### config.mk
export PLATFORM = sky130hd
export DESIGN_NAME = gdfm_top
export DESIGN_NICKNAME = d
export VERILOG_FILES = /design/src/rtl/gdfm_pkg.sv /design/src/rtl/gdfm_top.sv /design/src/rtl/gdfm_deglitch.sv /design/src/rtl/gdfm_thresh_dec.sv
export VERILOG_INCLUDE_DIRS = /design/src /design/src/rtl
export SDC_FILE = /design/constraint.sdc
export NUM_CORES = 1
export LEC_CHECK = 0
export BUFFER_PORTS_ARGS = -buffer_cell sky130_fd_sc_hd__buf_2
export CAP_MARGIN = 30
export CELL_PAD_IN_SITES_DETAIL_PLACEMENT = 1
export CELL_PAD_IN_SITES_GLOBAL_PLACEMENT = 1
export CORE_MARGIN = 1.5
export CORE_UTILIZATION = 43
export CTS_CLUSTER_DIAMETER = 50
export DETAILED_ROUTE_END_ITERATION = 10
export HOLD_SLACK_MARGIN = 0.08
export PLACE_DENSITY_LB_ADDON = 0.1
export SLEW_MARGIN = 20
export SYNTH_ARGS = -nofsm -noshare
export SYNTH_HDL_FRONTEND = slang
export SYNTH_SLANG_ARGS = --single-unit
### constraint.sdc
create_clock -name clock -period 3.1 [get_ports clock]
set_clock_uncertainty 0.05 [all_clocks]
set_input_delay 0.62 -clock clock [delete_from_list [all_inputs] [get_ports clock]]
set_output_delay 0.62 -clock clock [all_outputs]
set_load 0.05 [all_outputs]
### src/rtl/gdfm_consts.svh
`ifndef GDFM_CONSTS_SVH
`define GDFM_CONSTS_SVH

// clock rate
`define GDFM_CLK_MHZ 200

// register byte addresses
`define GDFM_ADDR_STATUS 32'h0000_0000
`define GDFM_ADDR_CONTROL 32'h0000_0004
`define GDFM_ADDR_CONFIG 32'h0000_0008

// control register fields
`define GDFM_CTL_WDOG_EN 0
`define GDFM_CTL_WDOG_SEL_LSB 1
`define GDFM_CTL_CLEAR 3

// status register fields (flags sit in bits 5:0)
`define GDFM_ST_LIVE_LSB 8
`define GDFM_ST_FAULT_PIN 16

// config register fields
`define GDFM_CFG_MON_EN 3
`define GDFM_CFG_MV_LSB 4

// axi responses
`define GDFM_RESP_OKAY 2'h0
`define GDFM_RESP_SLVERR 2'h2

// threshold pin level codes from the pin's window comparators
`define GDFM_LVL_GND 3'h0
`define GDFM_LVL_R33K 3'h1
`define GDFM_LVL_R200K 3'h2
`define GDFM_LVL_OPEN 3'h3
`define GDFM_LVL_R68K_ANALOG_REGULATOR 3'h4
`define GDFM_LVL_ANALOG_REGULATOR 3'h5

// trip levels in millivolts
`define GDFM_TRIP_MV_0 10'h03c
`define GDFM_TRIP_MV_1 10'h078
`define GDFM_TRIP_MV_2 10'h0f0
`define GDFM_TRIP_MV_3 10'h1e0
`define GDFM_TRIP_MV_4 10'h3c0

// timing, in the units named
`define GDFM_OCP_DEGLITCH_NS 4000
`define GDFM_DRIVE_NS 2000

`endif

### src/rtl/gdfm_pkg.sv
package gdfm_pkg;

  typedef struct packed {
    logic awvalid;
    logic [31:0] awaddr;
    logic wvalid;
    logic [31:0] wdata;
    logic [3:0] wstrb;
    logic bready;
    logic arvalid;
    logic [31:0] araddr;
    logic rready;
  } gdfm_axil_req_t;

  typedef struct packed {
    logic awready;
    logic wready;
    logic bvalid;
    logic [1:0] bresp;
    logic arready;
    logic rvalid;
    logic [31:0] rdata;
    logic [1:0] rresp;
  } gdfm_axil_rsp_t;

  // sticky fault flags, bit 5 downward
  typedef struct packed {
    logic wdog;
    logic over_temp;
    logic gate;
    logic overcurrent;
    logic pump_uv;
    logic supply_uv;
  } gdfm_flags_t;

  typedef enum logic [1:0] {st_run, st_retry, st_halt} gdfm_prot_state_t;

endpackage : gdfm_pkg

### src/rtl/gdfm_top.sv
// Notes on behaviour
// - threshold pin picks trip 0.06..0.96 V; grounded lowest, open 0.48 V
// - pin tied to analog regulator rail turns drain-source monitoring off
// - supply lockout: bridge and pump off, fault low, supply flag set
// - supply recovery resumes and releases fault; flag sticks until clear
// - supply lockout keeps settings; only logic lockout resets them
// - logic lockout resets all logic and settings, fault held low
// - pump lockout: bridge off, fault low, pump flag set, pump keeps running
// - pump recovery resumes and releases fault; flag sticks until clear
// - driven FET tripped beyond deglitch: bridge off, fault low, overcurrent flag
// - after overcurrent, drivers and fault released when retry time ends
// - persisting overcurrent repeats the shutdown and retry cycle
// - overcurrent flag stays set until a clear-fault write
// - sense comparator excess also sets overcurrent flag and pulls fault low
// - gate not following command at window end: gate fault, bridge off
// - gate fault recovers after retry time; flag sticks until clear
// - over-temperature: bridge, pump, analog regulator off, fault low, flag set
// - over-temperature clearing resumes and releases fault; flag sticks
// - watchdog enable resets to 0; controller sets it by writing 1
// - enabled watchdog counts selected interval; read of 0x00 restarts it
// - after expiry, flag and halt stay until clear-fault written 1
// - pump and analog regulator run except on supply lockout, over-temp and logic lockout
`timescale 1ns/10ps
`default_nettype none
`include "gdfm_consts.svh"

module gdfm_top #(
  parameter int RETRY_US = 4000,
  parameter int WDOG_PULSE_US = 64,
  parameter int WDOG_INT0_MS = 10,
  parameter int WDOG_INT1_MS = 20,
  parameter int WDOG_INT2_MS = 50,
  parameter int WDOG_INT3_MS = 100
) (
  input wire logic clock,
  input wire logic rst,
  input wire logic logic_lockout,
  input wire logic supply_lockout,
  input wire logic pump_lockout,
  input wire logic over_temp_shutdown,
  input wire logic [2:0] drain_source_thresh_pin,
  input wire logic [3:0] ds_trip,
  input wire logic sense_trip,
  input wire logic [3:0] gate_cmd,
  input wire logic [3:0] gate_high,
  input wire gdfm_pkg::gdfm_axil_req_t axi_req,
  output gdfm_pkg::gdfm_axil_rsp_t axi_rsp,
  output logic fault_out_n,
  output logic wdog_fault_out_n,
  output logic bridge_en,
  output logic pump_en,
  output logic analog_reg_en,
  output logic digital_reg_en,
  output logic [2:0] ds_trip_sel,
  output logic ds_monitor_en
);
  import gdfm_pkg::*;

  // derived cycle counts; least times round up, longest round down
  localparam int DEG_CYC = (`GDFM_OCP_DEGLITCH_NS * `GDFM_CLK_MHZ + 999) / 1000;
  localparam int DRIVE_CYC = (`GDFM_DRIVE_NS * `GDFM_CLK_MHZ) / 1000;
  localparam int RETRY_CYC = RETRY_US * `GDFM_CLK_MHZ;
  localparam int PULSE_CYC = WDOG_PULSE_US * `GDFM_CLK_MHZ;
  localparam int WD0_CYC = WDOG_INT0_MS * 1000 * `GDFM_CLK_MHZ;
  localparam int WD1_CYC = WDOG_INT1_MS * 1000 * `GDFM_CLK_MHZ;
  localparam int WD2_CYC = WDOG_INT2_MS * 1000 * `GDFM_CLK_MHZ;
  localparam int WD3_CYC = WDOG_INT3_MS * 1000 * `GDFM_CLK_MHZ;

  typedef struct packed {
    gdfm_prot_state_t pst;
    logic [24:0] retry_cnt;
    logic [24:0] wd_cnt;
    logic [15:0] pulse_cnt;
    logic wdog_enable_bit;
    logic [1:0] wd_sel;
    gdfm_flags_t flags;
    logic [3:0] cmd_d;
    logic [15:0] drive_cnt;
    logic drive_busy;
    logic aw_got;
    logic w_got;
    logic [31:0] waddr;
    logic [31:0] wdata;
    logic [3:0] wstrb;
    gdfm_axil_rsp_t rsp;
    logic fault_n;
    logic wdf_n;
    logic bridge;
    logic pump;
    logic analog;
    logic digital;
  } gdfm_state_t;

  localparam gdfm_state_t STATE_RST = '{pst: st_run, wdf_n: 1'b1, default: '0};

  gdfm_state_t s_r;
  gdfm_state_t s_nxt;
  logic [3:0] deg_out;
  logic [9:0] trip_mv;

  // pin decoder; the analog comparators use the select code
  gdfm_thresh_dec u_thresh (
    .clock(clock),
    .rst(rst || logic_lockout),
    .level(drain_source_thresh_pin),
    .trip_sel(ds_trip_sel),
    .mon_en(ds_monitor_en),
    .trip_mv(trip_mv)
  );

  // one deglitch filter per FET, armed only while that FET is driven
  for (genvar i = 0; i < 4; i++) begin : g_deg
    gdfm_deglitch #(.LIMIT(DEG_CYC)) u_deg (
      .clock(clock),
      .rst(rst || logic_lockout),
      .in_lvl(ds_trip[i] && gate_cmd[i] && ds_monitor_en && s_r.bridge),
      .out_lvl(deg_out[i])
    );
  end

  function automatic logic [24:0] wd_interval(input logic [1:0] sel);
    logic [24:0] v;
    v = 25'(WD0_CYC - 1);
    unique case (sel)
      2'h0: v = 25'(WD0_CYC - 1);
      2'h1: v = 25'(WD1_CYC - 1);
      2'h2: v = 25'(WD2_CYC - 1);
      2'h3: v = 25'(WD3_CYC - 1);
    endcase
    return v;
  endfunction : wd_interval

  logic oc_ev;
  logic gf_ev;
  logic wd_expire;
  logic do_write;
  logic ctl_write;
  logic clr;
  logic rd_take;
  logic rd_svc;
  logic lock;
  gdfm_flags_t present;
  logic [31:0] rd_val;
  logic rd_ok;

  always_comb begin
    s_nxt = s_r;
    lock = supply_lockout || pump_lockout || over_temp_shutdown;

    // overcurrent from filtered drain-source trips or the sense comparator
    oc_ev = (|deg_out) || sense_trip;

    // gate watch: every command change opens a fresh drive window
    gf_ev = 1'b0;
    s_nxt.cmd_d = gate_cmd;
    if (gate_cmd != s_r.cmd_d) begin
      s_nxt.drive_busy = 1'b1;
      s_nxt.drive_cnt = 16'(DRIVE_CYC - 1);
    end else if (s_r.drive_busy) begin
      if (s_r.drive_cnt == 16'h0000) begin
        s_nxt.drive_busy = 1'b0;
        gf_ev = s_r.bridge && (gate_high != gate_cmd);
      end else begin
        s_nxt.drive_cnt = s_r.drive_cnt - 16'h0001;
      end
    end

    // axi write: address and data taken in either order, answered after both
    if (axi_req.awvalid && s_r.rsp.awready) begin
      s_nxt.aw_got = 1'b1;
      s_nxt.waddr = axi_req.awaddr;
    end
    if (axi_req.wvalid && s_r.rsp.wready) begin
      s_nxt.w_got = 1'b1;
      s_nxt.wdata = axi_req.wdata;
      s_nxt.wstrb = axi_req.wstrb;
    end
    if (s_r.rsp.bvalid && axi_req.bready) begin
      s_nxt.rsp.bvalid = 1'b0;
    end
    do_write = s_r.aw_got && s_r.w_got && !s_r.rsp.bvalid;
    ctl_write = do_write && (s_r.waddr == `GDFM_ADDR_CONTROL) && s_r.wstrb[0];
    clr = ctl_write && s_r.wdata[`GDFM_CTL_CLEAR];
    if (do_write) begin
      s_nxt.aw_got = 1'b0;
      s_nxt.w_got = 1'b0;
      s_nxt.rsp.bvalid = 1'b1;
      s_nxt.rsp.bresp = (s_r.waddr == `GDFM_ADDR_CONTROL || s_r.waddr == `GDFM_ADDR_STATUS ||
                         s_r.waddr == `GDFM_ADDR_CONFIG) ? `GDFM_RESP_OKAY : `GDFM_RESP_SLVERR;
    end
    if (ctl_write) begin
      s_nxt.wd_sel = s_r.wdata[`GDFM_CTL_WDOG_SEL_LSB +: 2];
      s_nxt.wdog_enable_bit = s_r.wdata[`GDFM_CTL_WDOG_EN];
      // a fresh enable loads the interval picked in the same write
      if (s_r.wdata[`GDFM_CTL_WDOG_EN] && !s_r.wdog_enable_bit) begin
        s_nxt.wd_cnt = wd_interval(s_r.wdata[`GDFM_CTL_WDOG_SEL_LSB +: 2]);
      end
    end
    s_nxt.rsp.awready = !s_nxt.aw_got && !s_nxt.rsp.bvalid;
    s_nxt.rsp.wready = !s_nxt.w_got && !s_nxt.rsp.bvalid;

    // axi read: one cycle from the address handshake to rvalid
    if (s_r.rsp.rvalid && axi_req.rready) begin
      s_nxt.rsp.rvalid = 1'b0;
    end
    rd_take = axi_req.arvalid && s_r.rsp.arready;
    rd_svc = rd_take && (axi_req.araddr == `GDFM_ADDR_STATUS);
    rd_ok = 1'b1;
    rd_val = 32'h0000_0000;
    unique case (axi_req.araddr)
      `GDFM_ADDR_STATUS: begin
        rd_val[5:0] = s_r.flags;
        rd_val[`GDFM_ST_LIVE_LSB +: 5] = {s_r.pst == st_halt, s_r.pst == st_retry,
                                          over_temp_shutdown, pump_lockout, supply_lockout};
        rd_val[`GDFM_ST_FAULT_PIN] = !s_r.fault_n;
      end
      `GDFM_ADDR_CONTROL: begin
        rd_val[`GDFM_CTL_WDOG_EN] = s_r.wdog_enable_bit;
        rd_val[`GDFM_CTL_WDOG_SEL_LSB +: 2] = s_r.wd_sel; // clear bit reads 0
      end
      `GDFM_ADDR_CONFIG: begin
        rd_val[2:0] = ds_trip_sel;
        rd_val[`GDFM_CFG_MON_EN] = ds_monitor_en;
        rd_val[`GDFM_CFG_MV_LSB +: 10] = trip_mv;
      end
      default: begin
        rd_ok = 1'b0;
      end
    endcase
    if (rd_take) begin
      s_nxt.rsp.rvalid = 1'b1;
      s_nxt.rsp.rdata = rd_val;
      s_nxt.rsp.rresp = rd_ok ? `GDFM_RESP_OKAY : `GDFM_RESP_SLVERR;
    end
    s_nxt.rsp.arready = !s_nxt.rsp.rvalid;

    // watchdog countdown; a service read always beats expiry
    wd_expire = 1'b0;
    if (s_r.wdog_enable_bit) begin
      if (rd_svc) begin
        s_nxt.wd_cnt = wd_interval(s_r.wd_sel);
      end else if (s_r.wd_cnt == 25'h0000000) begin
        wd_expire = 1'b1;
      end else begin
        s_nxt.wd_cnt = s_r.wd_cnt - 25'h0000001;
      end
    end

    // watchdog pin pulse, fixed length from the expiry cycle
    if (!s_r.wdf_n) begin
      if (s_r.pulse_cnt == 16'h0000) begin
        s_nxt.wdf_n = 1'b1;
      end else begin
        s_nxt.pulse_cnt = s_r.pulse_cnt - 16'h0001;
      end
    end
    if (wd_expire) begin
      s_nxt.wdog_enable_bit = 1'b0; // expiry wins over a same-cycle enable write
      s_nxt.wdf_n = 1'b0;
      s_nxt.pulse_cnt = 16'(PULSE_CYC - 1);
    end

    // shutdown and retry sequencing
    unique case (s_r.pst)
      st_run: begin
        if (oc_ev || gf_ev) begin
          s_nxt.pst = st_retry;
          s_nxt.retry_cnt = 25'(RETRY_CYC - 1);
        end
      end
      st_retry: begin
        // on release a still-present fault trips again, repeating the cycle
        if (s_r.retry_cnt == 25'h0000000) begin
          s_nxt.pst = st_run;
        end else begin
          s_nxt.retry_cnt = s_r.retry_cnt - 25'h0000001;
        end
      end
      st_halt: begin
        if (clr) begin
          s_nxt.pst = st_run;
        end
      end
    endcase
    if (wd_expire) begin
      s_nxt.pst = st_halt;
    end

    // sticky flags: clear drops only absent conditions, and a set beats the clear
    present = '{wdog: 1'b0, over_temp: over_temp_shutdown, gate: gf_ev || s_r.pst == st_retry,
                overcurrent: oc_ev || s_r.pst == st_retry, pump_uv: pump_lockout,
                supply_uv: supply_lockout};
    if (clr) begin
      s_nxt.flags = s_r.flags & present;
    end
    s_nxt.flags.supply_uv = s_nxt.flags.supply_uv || supply_lockout;
    s_nxt.flags.pump_uv = s_nxt.flags.pump_uv || pump_lockout;
    s_nxt.flags.overcurrent = s_nxt.flags.overcurrent || oc_ev;
    s_nxt.flags.gate = s_nxt.flags.gate || gf_ev;
    s_nxt.flags.over_temp = s_nxt.flags.over_temp || over_temp_shutdown;
    s_nxt.flags.wdog = s_nxt.flags.wdog || wd_expire;

    // drive outputs follow lockout levels directly, so recovery is automatic
    s_nxt.bridge = !lock && (s_nxt.pst == st_run);
    s_nxt.pump = !(supply_lockout || over_temp_shutdown);
    s_nxt.analog = !(supply_lockout || over_temp_shutdown);
    s_nxt.digital = 1'b1;
    s_nxt.fault_n = !lock && (s_nxt.pst == st_run);
  end

  // logic lockout acts like reset; supply lockout leaves settings alone
  always_ff @(posedge clock) begin
    if (rst || logic_lockout) begin
      s_r <= STATE_RST;
    end else begin
      s_r <= s_nxt;
    end
  end

  assign axi_rsp = s_r.rsp;
  assign fault_out_n = s_r.fault_n;
  assign wdog_fault_out_n = s_r.wdf_n;
  assign bridge_en = s_r.bridge;
  assign pump_en = s_r.pump;
  assign analog_reg_en = s_r.analog;
  assign digital_reg_en = s_r.digital;
endmodule : gdfm_top

`default_nettype wire

### src/rtl/gdfm_deglitch.sv
`timescale 1ns/10ps
`default_nettype none

// output rises once the input has stayed high for more than limit cycles
module gdfm_deglitch #(
  parameter int LIMIT = 800
) (
  input wire logic clock,
  input wire logic rst,
  input wire logic in_lvl,
  output logic out_lvl
);
  typedef struct packed {
    logic [15:0] cnt;
    logic out;
  } gdfm_dg_state_t;

  gdfm_dg_state_t s_r;
  gdfm_dg_state_t s_nxt;

  // any low cycle restarts the count, so short spikes never reach the output
  always_comb begin
    s_nxt = s_r;
    if (!in_lvl) begin
      s_nxt.cnt = 16'h0000;
    end else if (s_r.cnt != 16'(LIMIT)) begin
      s_nxt.cnt = s_r.cnt + 16'h0001;
    end
    s_nxt.out = in_lvl && (s_r.cnt == 16'(LIMIT));
  end

  always_ff @(posedge clock) begin
    if (rst) begin
      s_r <= '0;
    end else begin
      s_r <= s_nxt;
    end
  end

  assign out_lvl = s_r.out;
endmodule : gdfm_deglitch

`default_nettype wire

### src/rtl/gdfm_thresh_dec.sv
`timescale 1ns/10ps
`default_nettype none
`include "gdfm_consts.svh"

// six-level threshold pin to trip select, monitor enable and level in mv
module gdfm_thresh_dec (
  input wire logic clock,
  input wire logic rst,
  input wire logic [2:0] level,
  output logic [2:0] trip_sel,
  output logic mon_en,
  output logic [9:0] trip_mv
);
  typedef struct packed {
    logic [2:0] sel;
    logic en;
    logic [9:0] mv;
  } gdfm_td_state_t;

  gdfm_td_state_t s_r;
  gdfm_td_state_t s_nxt;

  // unknown codes fall back to the open-pin setting
  always_comb begin
    s_nxt = s_r;
    s_nxt.en = 1'b1;
    unique case (level)
      `GDFM_LVL_GND: begin
        s_nxt.sel = 3'h0;
        s_nxt.mv = `GDFM_TRIP_MV_0;
      end
      `GDFM_LVL_R33K: begin
        s_nxt.sel = 3'h1;
        s_nxt.mv = `GDFM_TRIP_MV_1;
      end
      `GDFM_LVL_R200K: begin
        s_nxt.sel = 3'h2;
        s_nxt.mv = `GDFM_TRIP_MV_2;
      end
      `GDFM_LVL_R68K_ANALOG_REGULATOR: begin
        s_nxt.sel = 3'h4;
        s_nxt.mv = `GDFM_TRIP_MV_4;
      end
      `GDFM_LVL_ANALOG_REGULATOR: begin
        s_nxt.sel = 3'h3;
        s_nxt.mv = 10'h000;
        s_nxt.en = 1'b0;
      end
      default: begin
        s_nxt.sel = 3'h3;
        s_nxt.mv = `GDFM_TRIP_MV_3;
      end
    endcase
  end

  // reset value is the open-pin setting with the monitor on
  always_ff @(posedge clock) begin
    if (rst) begin
      s_r <= '{sel: 3'h3, en: 1'b1, mv: `GDFM_TRIP_MV_3};
    end else begin
      s_r <= s_nxt;
    end
  end

  assign trip_sel = s_r.sel;
  assign mon_en = s_r.en;
  assign trip_mv = s_r.mv;
endmodule : gdfm_thresh_dec

`default_nettype wire

=== Word level (Yosys, flattened, before mapping) ===
Index checks and enable logic that the tools add are counted.

* Register bits after elaboration: 278
* Input bits: 127
* Output and inout bits: 51
* Word-level logic and storage cells: 227

* Add/sub/neg operators: 8
* Eq/ne operators: 31
* Mux-type cells: 52
* Bitwise logic cells: 8
* Reductions and logical operators: 83

{| class="wikitable"
|+ Operator list
! cell !! count
|-
| one-hot mux 25 bit (4 select lines) || 2
|-
| 2-to-1 mux 25 bit || 6
|-
| adder 16 x 1 -> 16 bit, second input constant || 4
|-
| equality test 16 x 10 -> 1 bit, second input constant || 4
|-
| equality test 32 x 3 -> 1 bit, second input constant || 2
|-
| equality test 32 x 4 -> 1 bit, second input constant || 2
|-
| logical NOT 32 bit || 2
|-
| != test 16 x 10 -> 1 bit, second input constant || 4
|-
| logical NOT 25 bit || 2
|-
| one-hot mux 10 bit (5 select lines) || 1
|-
| one-hot mux 25 bit (2 select lines) || 1
|-
| subtractor 25 x 1 -> 25 bit, second input constant || 2
|-
| 2-to-1 mux 35 bit || 1
|-
| logical AND 1 bit || 32
|-
| logical NOT 16 bit || 2
|-
| subtractor 16 x 1 -> 16 bit, second input constant || 2
|-
| 2-to-1 mux 14 bit || 2
|-
| 2-to-1 mux 27 bit || 1
|-
| 2-to-1 mux 10 bit || 2
|-
| 2-to-1 mux 1 bit || 19
|-
| logical OR 1 bit || 16
|-
| 2-to-1 mux 15 bit || 1
|-
| 2-to-1 mux 2 bit || 7
|-
| one-hot mux 3 bit (4 select lines) || 1
|-
| 26 further kinds || 64
|}

=== Depth between registers and ports, before layout ===
* Depth in word-level cells: 11
* Depth in mapped cells: 10
* Gate-level depth less buffers: 8

=== Cells and area by module ===
A second synthesis with hierarchy kept.

* Cell total of the unflattened synthesis: 1,387
* Area, all modules: 11,657.4 sq um

{| class="wikitable"
|+ Modules (own cells, without submodules)
! module !! instances !! cells each !! area each (sq um) !! seq. area each (sq um)
|-
| gdfm_top || 1 || 990 || 8,036.5 || 3,263.1
|-
| gdfm_deglitch || 4 || 91 || 812.0 || 340.3
|-
| gdfm_thresh_dec || 1 || 33 || 372.9 || 240.2
|}

=== Worst setup path after synthesis ===
OpenSTA, ideal clock, no wires.

* Kind: input -> register
* Start point: input port axi_req[1] in the netlist's numbering
* End point: register s_r[175] in the netlist's numbering
* Setup time: 0.132 ns
* Arrival: 2.432 ns
* Required time: 2.918 ns
* Slack: 0.487 ns
* Cell stages on the path: 7
* Buffers on the path: 1
* Cell sequence: nor4_1 > nand4_1 > nor4_1 > nor3_4 > buf_4 > o211ai_1 > o21ai_0

* Word-level cells in the longest chain between the ends: 4

{| class="wikitable"
|+ Ends and longest elaborated chain
! what !! RTL line !! text
|-
| start: declaration || gdfm_top.sv:46 || <nowiki>input wire gdfm_pkg::gdfm_axil_req_t axi_req,</nowiki>
|-
| logical NOT 32 bit || n/a ||
|-
| logical AND 1 bit || gdfm_top.sv:207 || <nowiki>rd_svc = rd_take && (axi_req.araddr == `GDFM_ADDR_STATUS);</nowiki>
|-
| 2-to-1 mux 25 bit || gdfm_top.sv:240 || <nowiki>if (rd_svc) begin</nowiki>
|-
| 2-to-1 mux 25 bit || gdfm_top.sv:239 || <nowiki>if (s_r.wdog_enable_bit) begin</nowiki>
|-
| end signal: assignment || gdfm_top.sv:316 || <nowiki>s_r <= s_nxt;</nowiki>
|-
| end: declaration || gdfm_top.sv:96 || <nowiki>gdfm_state_t s_r;</nowiki>
|}

Every way passes these cells.
A chain may end at the register's enable or synchronous reset.

=== Worst setup path in the final report ===
* Start point: register s_r[118] in the netlist's numbering
* End point: register s_r[193] in the netlist's numbering

* Word-level cells in the longest chain between the ends: 7

{| class="wikitable"
|+ Ends and longest elaborated chain
! what !! RTL line !! text
|-
| logical NOT 16 bit || gdfm_top.sv:160 || <nowiki>if (s_r.drive_cnt == 16'h0000) begin</nowiki>
|-
| 2-to-1 mux 1 bit || gdfm_top.sv:160 ||
|-
| 2-to-1 mux 1 bit || gdfm_top.sv:159 || <nowiki>end else if (s_r.drive_busy) begin</nowiki>
|-
| 2-to-1 mux 1 bit || gdfm_top.sv:156 || <nowiki>if (gate_cmd != s_r.cmd_d) begin</nowiki>
|-
| logical OR 1 bit || gdfm_top.sv:266 || <nowiki>if (oc_ev || gf_ev) begin</nowiki>
|-
| != test 2 bit (no source line) || n/a ||
|-
| AND reduction 3 bit (no source line) || n/a ||
|}

Every way passes these cells.

==> reports/qor.txt <==
most frequent cells in the layout -> dfxtp_1 (243), nand2_1 (152), nor2_1 (147), buf_2 (127), a21oi_1 (115)
RSZ-0062 raised after global routing -> false
r2r startpoint -> s_r[118]
flops & latches, synth -> 243
Synth-to-Final Area Change -> 17.7%
Peak VDD IR -> 0.423 mV
DR iter-0 viols -> 516
clk_lat worst skew -> 0.51 ns
status -> finished, final reports clean
post-synthesis cell area -> 0.0112 mm2
Initial Utilization -> 0.442
synth top area cells -> dfxtp_1 (43%), a21oi_1 (5.1%), nand2_1 (5.1%)
CP max-delay cell -> a21oi_1
Clock Tree Root -> clkbuf_16
vias -> 9,979
top_reg_cell synth -> dfxtp_1
Hold Path Sink -> u_thresh.trip_mv[3]
IO Pins -> 178
Setup TNS -> 0 ns
HP Start -> drain_source_thresh_pin[1]
Logic pwr share -> 0.070
final period utilization -> 0.919
sequential-to-total area share from yosys stat -> 0.433
Die Y-Extent -> 165 um
die area -> 0.0271 mm2
largest net degree at the start of global routing -> 119
crit-path max cell delay -> 0.77 ns
Pint -> 5.76 mW
cts bufs inserted -> 35
Die X -> 165 um
register share of total power -> 0.420
Core Area -> 0.0254 mm2
r2r setup slk -> 0.25 ns
Net Switching -> 1.88 mW
Overflow after GRT -> 0
CTS resizes -> 0
Tightest Pin Transition -> 0.898 ns
WP data arrival -> 3.15 ns
Via density -> 5.55
cell count after synthesis -> 1,323
switching share of power -> 0.246
Avg Inst Size Synth -> 8.49 um2
async set-reset flop share out of synthesis -> 0
standby leakage power -> 4.93 nW
1st-pass router iterations -> 5
Slew headroom -> 0.401
post-synth top area share -> 0.433
hold crit path type -> in -> reg
vias in the first global route -> 10,000
clock power share -> 0.510
crit-path cells -> inv_1 > ha_1 > or3b_2 > nor4_4 > nand3_2 > a21oi_1 > and3_1 > nor3_1
DRC -> 0
# hold bufs at CTS -> 0
layout cells sized above 1 -> 0.168
first-pass GRT wire length -> 50,800 um
EDFF count, synth -> 0
Yosys warning total -> 0
overall power -> 7.64 mW
Setup Fix Bufs, Post-CTS -> 0
gr usage total -> 0.233
Tmin final -> 2.85 ns
synth unique cells -> 74
critical path's top delay family -> simple AND/OR/NAND/NOR gates
WHS Path Cells -> 2
Max Freq -> 351 MHz
setup violators final -> 0
clock transition at the registers of the reported paths -> 0.06 ns
Post-DRT Antenna Nets -> 0
Cell Pwr Density -> 578 mW/mm2
fin nets -> 1,587
CTS tree -> done
initial antenna violation count -> 3
Buffers & Inverters on Critical Path -> 1
Hold Violations, Final -> 0
CP max FO -> 9
CTS Sinks -> 243
routed len/inst -> 17.5 um
Final GP Congestion -> 0.850
number of H-tree levels -> 2
WP data required -> 3.40 ns
row count -> 58
Synth area leader -> dfxtp_1
critical path type -> reg -> reg
HPWL after detailed placement -> 21,700 um
drt total wl -> 31,500 um
fin. max-slew vios -> 0
max-cap violations -> 0
FF-to-FF path depth -> 8
Buffers on Ports -> 127
crit end category -> register
Fillers -> 3,093
Worst Setup Start Kind -> register
Max clock buf depth -> 3
commonest non-fill, non-tap cell in the layout -> dfxtp_1
FF-to-FF End -> s_r[193]
-- synthesized netlist by cell type (5+ instances only) --
library cell    n
o21ai_0        39
or4_1          13
nand3b_1        5
nand2_1       152
a211oi_1        8
o41ai_1         6
and2_1         10
a31oi_1        16
buf_4          45
clkbuf_1       37
or3_1          28
and4_1          5
nor2b_1         6
dfxtp_1       243
a22oi_1         8
xor2_1         56
ha_1           17
o31ai_1         6
nand2b_1       13
nand3_1        35
inv_1          27
a222oi_1        6
nor2_1        147
a311oi_1        8
and3_1         19
nor4b_1         5
a21oi_1       115
nor4_1         50
nor3b_1         9
or2_2           8
xnor2_1        38
nand4_1        25
nor3_1         36
mux2i_1         7
-- metal layers --
layer  share of wire  vias to the layer above  track usage  wire (um)
met5         0.00073                        -            0         23
met4           0.026                        4       0.0774        829
met3           0.044                       65       0.0404       1380
met2            0.47                      182        0.394      14900
met1            0.46                     4814        0.300      14400
li1                -                     4914            -          -
-- cells by family (layout without fill, tap and decap cells) --
kind of cell | after synthesis | in the layout | share of synthesized area
AND/OR/NAND/NOR | 600 | 600 | 0.278
flip-flops | 243 | 243 | 0.433
AO/OA/AOI/OAI | 242 | 242 | 0.133
buffers and inverters | 118 | 243 | 0.0555
XOR/XNOR | 94 | 94 | 0.0733
adder cells (fa/ha/maj) | 17 | 17 | 0.0189
multiplexers | 8 | 8 | 0.00724
other | 1 | 20 | 0.000334
-- layout make-up --
| class | count | area [um2] | area share |
|---|---|---|---|
| clock inverters | 16 | 139 | 0.0105 |
| diodes | 1 | 2.50 | 0.000189 |
| inverters | 28 | 105 | 0.00796 |
| well taps | 330 | 413 | 0.0313 |
| clock buffers | 44 | 1010 | 0.0766 |
| multi-input cells | 980 | 5820 | 0.440 |
| repair buffers | 155 | 858 | 0.0650 |
| flip-flops and latches | 243 | 4860 | 0.368 |
-- how the worst max path moves through the flow --
stage	slack (ns)	cells past startpoint	from	end
after detailed placement	0.27	6	s_r[122]	s_r[193]
after global routing	0.11	8	s_r[163]	s_r[179]
final	0.25	8	s_r[118]	s_r[193]
after floorplan	0.49	7	axi_req[1]	s_r[175]
after CTS	0.22	8	s_r[118]	s_r[193]
after global placement	0.29	6	s_r[122]	s_r[193]
-- worst reg2reg max path, cell delays in order, from the launching register on --
cell and delay (ns):
dfxtp_1 0.35, inv_1 0.10, ha_1 0.16, or3b_2 0.49
nor4_4 0.18, nand3_2 0.25, a21oi_1 0.77, and3_1 0.28
nor3_1 0.06
-- per-stage QoR --
step / std cells / hold WS (ns) / setup slack [ns] / cell area [um2] / util
2_1_floorplan: 1341 / 0.386 / 0.487 / 11300 / -
5_1_grt: 1797 / 0.309 / 0.106 / 13200 / 0.520
3_5_place_dp: 1736 / 0.397 / 0.272 / 12100 / 0.475
6_report: 1797 / 0.289 / 0.251 / 13200 / 0.520
4_1_cts: 1796 / 0.275 / 0.217 / 13200 / 0.520
3_3_place_gp: 1736 / 0.394 / 0.288 / 12100 / 0.475
-- registers in the layout, summed over array words and instances, names as in the netlist --
name                 count
s_r                    137
g_deg.u_deg.s_r         64
axi_rsp                 22
u_thresh.trip_mv         8
g_deg.u_deg.out_lvl      4
u_thresh.trip_sel        3
analog_reg_en            1
bridge_en                1
digital_reg_en           1
u_thresh.mon_en          1
wdog_fault_out_n         1
-- power groups by stage --
stage	sequential (mW)	clock (mW)	combinational, mW
3_3_place_gp	3.27	0	0.516
5_1_grt	3.21	4.11	0.584
4_1_cts	3.21	3.98	0.532
3_5_place_dp	3.28	0	0.526
6_report	3.21	3.90	0.532
2_1_floorplan	3.27	0	0.371
(Power assumes the default switching activity.)
